`config.mk`:
```
export PLATFORM = sky130hd
export DESIGN_NAME = cia_irq_aggregator
export DESIGN_NICKNAME = d
export VERILOG_FILES = /design/src/cia_pkg.sv /design/src/cia_edge_if.sv /design/src/cia_edge_capture.sv /design/src/cia_irq_aggregator.sv
export SDC_FILE = /design/constraint.sdc
export NUM_CORES = 1
export LEC_CHECK = 0
export ABC_AREA = 1
export BUFFER_PORTS_ARGS = -buffer_cell sky130_fd_sc_hd__buf_2
export CAP_MARGIN = 0
export CORE_AREA = 2 2 85 63
export DETAILED_ROUTE_END_ITERATION = 10
export DIE_AREA = 0 0 87 65
export PLACE_DENSITY_LB_ADDON = 0.12
export SETUP_SLACK_MARGIN = 0.15
export SLEW_MARGIN = 20
export SYNTH_ARGS = -nofsm -noshare
export SYNTH_HDL_FRONTEND = slang
export SYNTH_SLANG_ARGS = --single-unit
```
`constraint.sdc`:
```
create_clock -name clk -period 1.1 [get_ports clk]
set_input_delay 0.055 -clock clk [delete_from_list [all_inputs] [get_ports clk]]
set_output_delay 0.055 -clock clk [all_outputs]
set_load 0.01 [all_outputs]
```
`src/cia_pkg.sv`:
```
// Package: register map, field positions and reset values of the interrupt aggregator
package cia_pkg;
   localparam int          CIA_ADDR_W         = 32;
   localparam int          CIA_DATA_W         = 8;
   localparam logic [31:0] CIA_OFS_EN_LOW     = 32'h11000000;
   localparam logic [31:0] CIA_OFS_EN_HIGH    = 32'h11000002;
   localparam logic [31:0] CIA_OFS_PEND_LOW   = 32'h11000004;
   localparam logic [31:0] CIA_OFS_PEND_HIGH  = 32'h11000006;
   localparam logic [7:0]  CIA_RST_EN_LOW     = 8'h00;
   localparam logic [7:0]  CIA_RST_EN_HIGH    = 8'h00;
   localparam logic [7:0]  CIA_RST_PEND_LOW   = 8'h00;
   localparam logic [7:0]  CIA_RST_PEND_HIGH  = 8'h00;
   localparam logic [3:0]  CIA_RST_EDGE_PREV  = 4'h8;   // Idle levels: timers low, acknowledge pin high
   localparam int          CIA_NUM_EDGE       = 4;
   localparam int          CIA_NUM_CAUSES     = 16;
   localparam logic [7:0]  CIA_EDGE_BITS_MASK = 8'h0F;
   // Register selector
   typedef enum logic [2:0] {
      CIA_SEL_NONE      = 3'h0,
      CIA_SEL_EN_LOW    = 3'h1,
      CIA_SEL_EN_HIGH   = 3'h3,
      CIA_SEL_PEND_LOW  = 3'h2,
      CIA_SEL_PEND_HIGH = 3'h6
   } cia_sel_type;
endpackage : cia_pkg

```
`src/cia_edge_if.sv`:
```
// Interface: edge-latched cause bank signals between top and capture module
`timescale 1ns/100ps
interface cia_edge_if;
   import cia_pkg::*;
   logic [CIA_NUM_EDGE-1:0] level;
   logic [CIA_NUM_EDGE-1:0] clr;
   logic [CIA_NUM_EDGE-1:0] pend;
   modport top (output level, output clr, input pend);
   modport cap (input level, input clr, output pend);
endinterface : cia_edge_if

```
`src/cia_edge_capture.sv`:
```
// Rising-edge capture of the four edge-latched interrupt causes
`timescale 1ns/100ps
module cia_edge_capture
   import cia_pkg::*;
(
   input wire logic clk,        // System clock
   input wire logic reset_n,    // Async reset, active low
   cia_edge_if.cap  edge_bus    // Levels in, clears in, pending out
);
   logic [CIA_NUM_EDGE-1:0] prev;
   logic [CIA_NUM_EDGE-1:0] next_prev;
   logic [CIA_NUM_EDGE-1:0] pend;
   logic [CIA_NUM_EDGE-1:0] next_pend;

   // ----------------------------------------------------------
   // Per-bit edge detect and sticky flag
   // ----------------------------------------------------------
   genvar i;
   generate
      for (i = 0; i < CIA_NUM_EDGE; i++)
      begin : g_bit
         // Set beats software clear in the same cycle
         always_comb
         begin
            next_prev[i] = edge_bus.level[i];
            if (edge_bus.level[i] && !prev[i])
               next_pend[i] = 1'b1;
            else if (edge_bus.clr[i])
               next_pend[i] = 1'b0;
            else
               next_pend[i] = pend[i];
         end
      end
   endgenerate

   // Registers
   always_ff @(posedge clk or negedge reset_n)
   begin
      if (!reset_n)
      begin
         prev <= CIA_RST_EDGE_PREV;
         pend <= CIA_RST_PEND_LOW[CIA_NUM_EDGE-1:0];
      end
      else
      begin
         prev <= next_prev;
         pend <= next_pend;
      end
   end

   assign edge_bus.pend = pend;
endmodule : cia_edge_capture

```
`src/cia_irq_aggregator.sv`:
```
// Top: interrupt aggregator with enable/status registers and level request
`timescale 1ns/100ps
// What this block does
// - Sixteen causes merge into one request line.
// - Request is a level while enabled cause pends.
// - Status bits set regardless of enable.
// - Timer output rising edges latch bits 0-2.
// - Parallel acknowledge rising edge latches bit 3.
// - Writing 0 clears edge bits 0-3.
// - Low bits 4,5 follow UART interrupts.
// - Compact slot change is OR of bits 2,0.
// - Compact slot ready/irq drives low bit 7.
// - Slot A/B change ORs bits 3-0.
// - Slot A/B ready/irq drive high bits 1,3.
// - Keyboard complete flags drive high bits 4,5.
// - Mouse complete flags drive high bits 6,7.
// - Level-mirrored status bits are read-only.
module cia_irq_aggregator
   import cia_pkg::*;
(
   input  wire logic                       clk,                  // System clock, 10 MHz
   input  wire logic                       reset_n,              // Async reset, active low
   input  wire logic                       bus_sel,              // Register access strobe
   input  wire logic                       bus_write,            // 1 write, 0 read
   input  wire logic [cia_pkg::CIA_ADDR_W-1:0] bus_addr,         // Byte address
   input  wire logic [cia_pkg::CIA_DATA_W-1:0] bus_wdata,        // Write data
   output logic      [cia_pkg::CIA_DATA_W-1:0] bus_rdata,        // Read data, registered
   input  wire logic [2:0]                 timer_out,            // Timer channel 2..0 outputs
   input  wire logic                       parallel_ack_n,       // Parallel acknowledge, active low
   input  wire logic                       uart3_irq,            // First UART interrupt
   input  wire logic                       uart4_irq,            // Second UART interrupt
   input  wire logic [3:0]                 compact_card_slot_chg, // Compact slot change register bits
   input  wire logic                       compact_card_slot_ready_irq_n, // Compact slot ready/irq
   input  wire logic [3:0]                 slot_a_chg,           // Slot A change register bits
   input  wire logic [3:0]                 slot_b_chg,           // Slot B change register bits
   input  wire logic                       slot_a_ready_irq_n,   // Slot A ready/irq, active low
   input  wire logic                       slot_b_ready_irq_n,   // Slot B ready/irq, active low
   input  wire logic                       kbd_rx_done,          // Keyboard receive complete
   input  wire logic                       kbd_tx_done,          // Keyboard transmit complete
   input  wire logic                       mouse_rx_done,        // Mouse receive complete
   input  wire logic                       mouse_tx_done,        // Mouse transmit complete
   output logic                            host_level_irq_input_n // Merged request, active low
);
   import cia_pkg::*;

   // ----------------------------------------------------------
   // Address decode
   // ----------------------------------------------------------
   function automatic cia_sel_type decode(input logic [CIA_ADDR_W-1:0] a);
      cia_sel_type s;
      case (a)
         CIA_OFS_EN_LOW:    s = CIA_SEL_EN_LOW;
         CIA_OFS_EN_HIGH:   s = CIA_SEL_EN_HIGH;
         CIA_OFS_PEND_LOW:  s = CIA_SEL_PEND_LOW;
         CIA_OFS_PEND_HIGH: s = CIA_SEL_PEND_HIGH;
         default:           s = CIA_SEL_NONE;
      endcase
      return s;
   endfunction : decode

   cia_sel_type              sel;
   logic [CIA_DATA_W-1:0]    en_low;
   logic [CIA_DATA_W-1:0]    en_high;
   logic [CIA_DATA_W-1:0]    next_en_low;
   logic [CIA_DATA_W-1:0]    next_en_high;
   logic [CIA_DATA_W-1:0]    next_rdata;
   logic [CIA_DATA_W-1:0]    pend_low;
   logic [CIA_DATA_W-1:0]    pend_high;
   logic [CIA_DATA_W-1:0]    lvl_low;
   logic [CIA_DATA_W-1:0]    next_lvl_low;
   logic [CIA_DATA_W-1:0]    next_pend_high;
   logic                     next_irq_n;
   logic                     irq_n;

   cia_edge_if edge_bus ();

   assign sel = decode(bus_addr);

   // ----------------------------------------------------------
   // Edge-latched causes, bits 0 to 3 of low status
   // ----------------------------------------------------------
   // Acknowledge taken on the pin's own rise, i.e. at its release
   assign edge_bus.level = {parallel_ack_n, timer_out};
   // Zero written to an edge bit clears it; ones leave it alone
   assign edge_bus.clr   = (bus_sel && bus_write && sel == CIA_SEL_PEND_LOW)
                           ? ~bus_wdata[CIA_NUM_EDGE-1:0] : '0;

   cia_edge_capture u_edge (
      .clk      (clk),
      .reset_n  (reset_n),
      .edge_bus (edge_bus)
   );

   // ----------------------------------------------------------
   // Level-mirrored causes, sampled each clock
   // ----------------------------------------------------------
   always_comb
   begin
      next_lvl_low    = '0;
      next_lvl_low[4] = uart3_irq;
      next_lvl_low[5] = uart4_irq;
      next_lvl_low[6] = compact_card_slot_chg[2] | compact_card_slot_chg[0];
      next_lvl_low[7] = ~compact_card_slot_ready_irq_n;
      next_pend_high[0] = |slot_a_chg;
      next_pend_high[1] = ~slot_a_ready_irq_n;
      next_pend_high[2] = |slot_b_chg;
      next_pend_high[3] = ~slot_b_ready_irq_n;
      next_pend_high[4] = kbd_rx_done;
      next_pend_high[5] = kbd_tx_done;
      next_pend_high[6] = mouse_rx_done;
      next_pend_high[7] = mouse_tx_done;
   end

   // Combined low status: edge bits below, read-only mirrors above
   assign pend_low = (lvl_low & ~CIA_EDGE_BITS_MASK) |
                     {4'h0, edge_bus.pend};

   // ----------------------------------------------------------
   // Enable registers and read data
   // ----------------------------------------------------------
   always_comb
   begin
      next_en_low  = en_low;
      next_en_high = en_high;
      next_rdata   = bus_rdata;
      if (bus_sel && bus_write)
      begin
         case (sel)
            CIA_SEL_EN_LOW:  next_en_low  = bus_wdata;
            CIA_SEL_EN_HIGH: next_en_high = bus_wdata;
            default:         ;
         endcase
      end
      else if (bus_sel)
      begin
         case (sel)
            CIA_SEL_EN_LOW:    next_rdata = en_low;
            CIA_SEL_EN_HIGH:   next_rdata = en_high;
            CIA_SEL_PEND_LOW:  next_rdata = pend_low;
            CIA_SEL_PEND_HIGH: next_rdata = pend_high;
            default:           next_rdata = 8'h00;
         endcase
      end
   end

   // ----------------------------------------------------------
   // Merged level request, active low
   // ----------------------------------------------------------
   always_comb
   begin
      // Level, not pulse: holds while any enabled cause pends
      next_irq_n = ~(|(pend_low & en_low) | |(pend_high & en_high));
   end

   // Registers
   always_ff @(posedge clk or negedge reset_n)
   begin
      if (!reset_n)
      begin
         en_low    <= CIA_RST_EN_LOW;
         en_high   <= CIA_RST_EN_HIGH;
         lvl_low   <= CIA_RST_PEND_LOW;
         pend_high <= CIA_RST_PEND_HIGH;
         bus_rdata <= 8'h00;
         irq_n     <= 1'b1;
      end
      else
      begin
         en_low    <= next_en_low;
         en_high   <= next_en_high;
         lvl_low   <= next_lvl_low;
         pend_high <= next_pend_high;
         bus_rdata <= next_rdata;
         irq_n     <= next_irq_n;
      end
   end

   assign host_level_irq_input_n = irq_n;
endmodule : cia_irq_aggregator

```
==> impl_metrics.env <==
export IMPL_status="finished with violations"
export IMPL_violations="negative hold slack"
export IMPL_start_util=0.474
export IMPL_synth_nets=347
export IMPL_max_freq_ghz=0.939
export IMPL_avgRoutedWirePerCell_um=13.5
export IMPL_relSlewSlack=0.752
export IMPL_worstHoldStart="slot_b_chg[3]"
export IMPL_drtPass1Iterations=4
export IMPL_setup_tns_ns=0
export IMPL_syn_instance_count=278
export IMPL_core_area_um2=4930
export IMPL_finalCriticalPeriod_ns=1.06
export IMPL_yosysMostFrequentCell="nand2_1"
export IMPL_holdWs_ns=-0.0466
export IMPL_clk_latency_ns=0.30
export IMPL_ys_async_sr_fraction=1.00
export IMPL_placed_area_um2=2940
export IMPL_nets=474
export IMPL_wl_met2_um=3140
export IMPL_cp_slowest_stage_delay_ns=0.42
export IMPL_hold_class="in -> reg"
export IMPL_syn_to_final_growth_pct=62.0
export IMPL_critPathLaunchType="register"
export IMPL_ys_seq_elements=45
export IMPL_r2r_cells=5
export IMPL_maxCapViolations=0
export IMPL_clockRootBuffer="clkbuf_8"
export IMPL_fin_ws_ns=0.0353
export IMPL_yosysSeqAreaShare=0.484
export IMPL_syn_avg_cell_area_um2=8.39
export IMPL_dpl_hpwl_um=3680
export IMPL_setup_viol=0
export IMPL_slowest_stage="dfrtp_1"
export IMPL_overflow=0
export IMPL_r2r_start="en_low[3]"
export IMPL_worstPathRequired_ns=1.33
export IMPL_drtAntennaViolNets=0
export IMPL_endpoint_kind="register"
export IMPL_r2r_end="host_level_irq_input_n"
export IMPL_worstPathCellList="nand2_1 > nand2_1 > a221oi_2 > nand2_1 > nor2_1"
export IMPL_cp_arrival_ns=1.29
export IMPL_hold_path_depth=2
export IMPL_ys_types=22
export IMPL_drt_iter0_markers=145
export IMPL_worst_pin_slew_ns=0.371
export IMPL_grt_pass1_wl_um=8570
export IMPL_peakVddDrop_mv=0.689
export IMPL_yosys_area_top_type="dfrtp_1"
export IMPL_ys_top_cells_by_count="nand2_1, inv_1, dfrtp_1"
export IMPL_fp_dieW_um=87
export IMPL_path_max_fanout=3
export IMPL_grt_use_total=0.200
export IMPL_maxSlewViolCount=0
export IMPL_wl_met3_um=370
export IMPL_fillers=331
export IMPL_io_buffer_count=75
export IMPL_p_leak_nw=2.07
export IMPL_finClkSkew_ns=0.00613
export IMPL_cts_tree="yes"
export IMPL_m1WireLength_um=2650
export IMPL_hold_viol=2
export IMPL_dieArea_um2=5660
export IMPL_grt_pass1_vias=1977
export IMPL_critical_path_class="reg -> reg"
export IMPL_numCtsBuffers=5
export IMPL_wirelength_um=6290
export IMPL_h_tree_depth=2
export IMPL_synth_edf_count=0
export IMPL_clk_pin_slew_ns=0.08
export IMPL_io_pin_count=78
export IMPL_p_total_mw=3.15
export IMPL_die_h_um=65
export IMPL_rsz0062_at_grt="true"
export IMPL_vias_per_cell=4.88
export IMPL_grt_max_degree=46
export IMPL_top_layer="met4"
export IMPL_drive_above_1_share=0.581
export IMPL_grt_antenna_before_repair=0
export IMPL_ys_warn_count=0
export IMPL_design_area_um2=3780
export IMPL_clock_sinks=45
export IMPL_synth_area_leaders="dfrtp_1, nand2_1, inv_1"
export IMPL_diodes=0
export IMPL_synth_top_area_share=0.461
export IMPL_rows=22
export IMPL_synth_area_um2=2330
export IMPL_vias=2274
export IMPL_postCtsHoldBufs=18
export IMPL_synth_main_ff_cell="dfrtp_1"
export IMPL_clk_path_buf_depth=2
export IMPL_cellPowerDensity_nw_per_um2=833
export IMPL_fin_crit_sh=0.968
export IMPL_r2r_slack_ns=0.04
export IMPL_drcViolationCount=0
export IMPL_place_congestion=0.781
export IMPL_cp_common_cell="nand2_1"
export IMPL_pre_cts_ws_ns=-0.168
export IMPL_holdPathEnd="pend_high[2]"
[area by class of cell]
class                           instances  area (um2)  share of cell area
Inverter                               48         200              0.0530
Clock inverter                          2        13.8             0.00364
Multi-Input combinational cell        183        1320               0.349
Clock buffer                            6        82.6              0.0218
Sequential cell                        45        1130               0.299
Timing Repair Buffer                  122         962               0.255
Tap cell                               60        75.1              0.0199
[sequential cells by signal, summed over array words and instances (netlist names)]
register,count
bus_rdata,8
pend_high,8
en_high,8
u_edge.prev,4
host_level_irq_input_n,1
u_edge.edge_bus.pend,4
en_low,8
lvl_low,4
[what timing repair did]
item	4_1_cts	5_1_grt
gates cloned	0	7
setup endpoints to repair	2	23
pin swaps	3	42
hold endpoints to repair	62	2
gates resized for setup	5	86
buffers inserted	5	8
[report_power, final]
group	total, mW	internal, mW	switching, mW
sequential	1.70	1.68	0.0195
combinational	0.385	0.197	0.188
clock	1.06	0.509	0.553
total	3.15	2.39	0.761
[worst max path at each step]
| stage | to | start | slack [ns] |
|---|---|---|---|
| 5_1_grt | host_level_irq_input_n | en_low[3] | -0.03 |
| 3_5_place_dp | u_edge.edge_bus.pend[0] | bus_addr[5] | -0.17 |
| 6_report | host_level_irq_input_n | en_low[3] | 0.04 |
| 4_1_cts | host_level_irq_input_n | en_low[3] | 0.08 |
| 3_3_place_gp | u_edge.edge_bus.pend[3] | bus_addr[5] | -0.17 |
| 2_1_floorplan | en_high[7] | bus_addr[23] | 0.08 |
[stage by stage]
| stage | utilization | instances |
|---|---|---|
| 2_1_floorplan | - | 278 |
| 3_3_place_gp | 0.597 | 420 |
| 3_5_place_dp | 0.597 | 420 |
| 4_1_cts | 0.667 | 451 |
| 5_1_grt | 0.767 | 466 |
| 6_report | 0.767 | 466 |
[layer usage]
| metal | up-vias | GRT usage |
|---|---|---|
| met5 | - | 0 |
| met4 | 0 | 0.0703 |
| met3 | 16 | 0.0420 |
| met2 | 79 | 0.328 |
| met1 | 1041 | 0.263 |
| li1 | 1138 | - |
[critical path: cells and delay by family (launching register included)]
kind,cells,cell delay (ns)
DFF,1,0.42
and+or+nand+nor,4,0.37
AOI/OAI and AO/OA,1,0.21
[cells by family after synthesis]
family	after synthesis	share of synthesized area
simple gates	148	0.312
buf+inv	53	0.101
flops	45	0.484
compound gates	32	0.103
[layout by cell type (no fill, tap or decap)]
| cell type | count |
|---|---|
| or4_1 | 1 |
| clkbuf_8 | 6 |
| nand3_2 | 14 |
| dlymetal6s4s_1 | 1 |
| buf_2 | 67 |
| dlygate4sd3_1 | 17 |
| buf_12 | 6 |
| or2_2 | 1 |
| nor2_8 | 3 |
| dfstp_2 | 2 |
| inv_2 | 15 |
| nor2_4 | 9 |
| nor2_1 | 5 |
| nand2_1 | 52 |
| nor2_2 | 8 |
| nand3_4 | 5 |
| clkinv_4 | 2 |
| nand2_4 | 9 |
| nand2_2 | 25 |
| nand3_1 | 17 |
| buf_4 | 15 |
| o22ai_1 | 4 |
| dfrtp_1 | 43 |
| o21ai_2 | 22 |
| buf_6 | 13 |
| inv_1 | 28 |
| clkinv_2 | 1 |
| inv_4 | 2 |
| buf_8 | 1 |
| and2_4 | 1 |
| clkbuf_16 | 2 |
| inv_6 | 2 |
| or4_4 | 1 |
| a221oi_2 | 4 |
| o21ai_1 | 2 |
(Power assumes the default switching activity.)
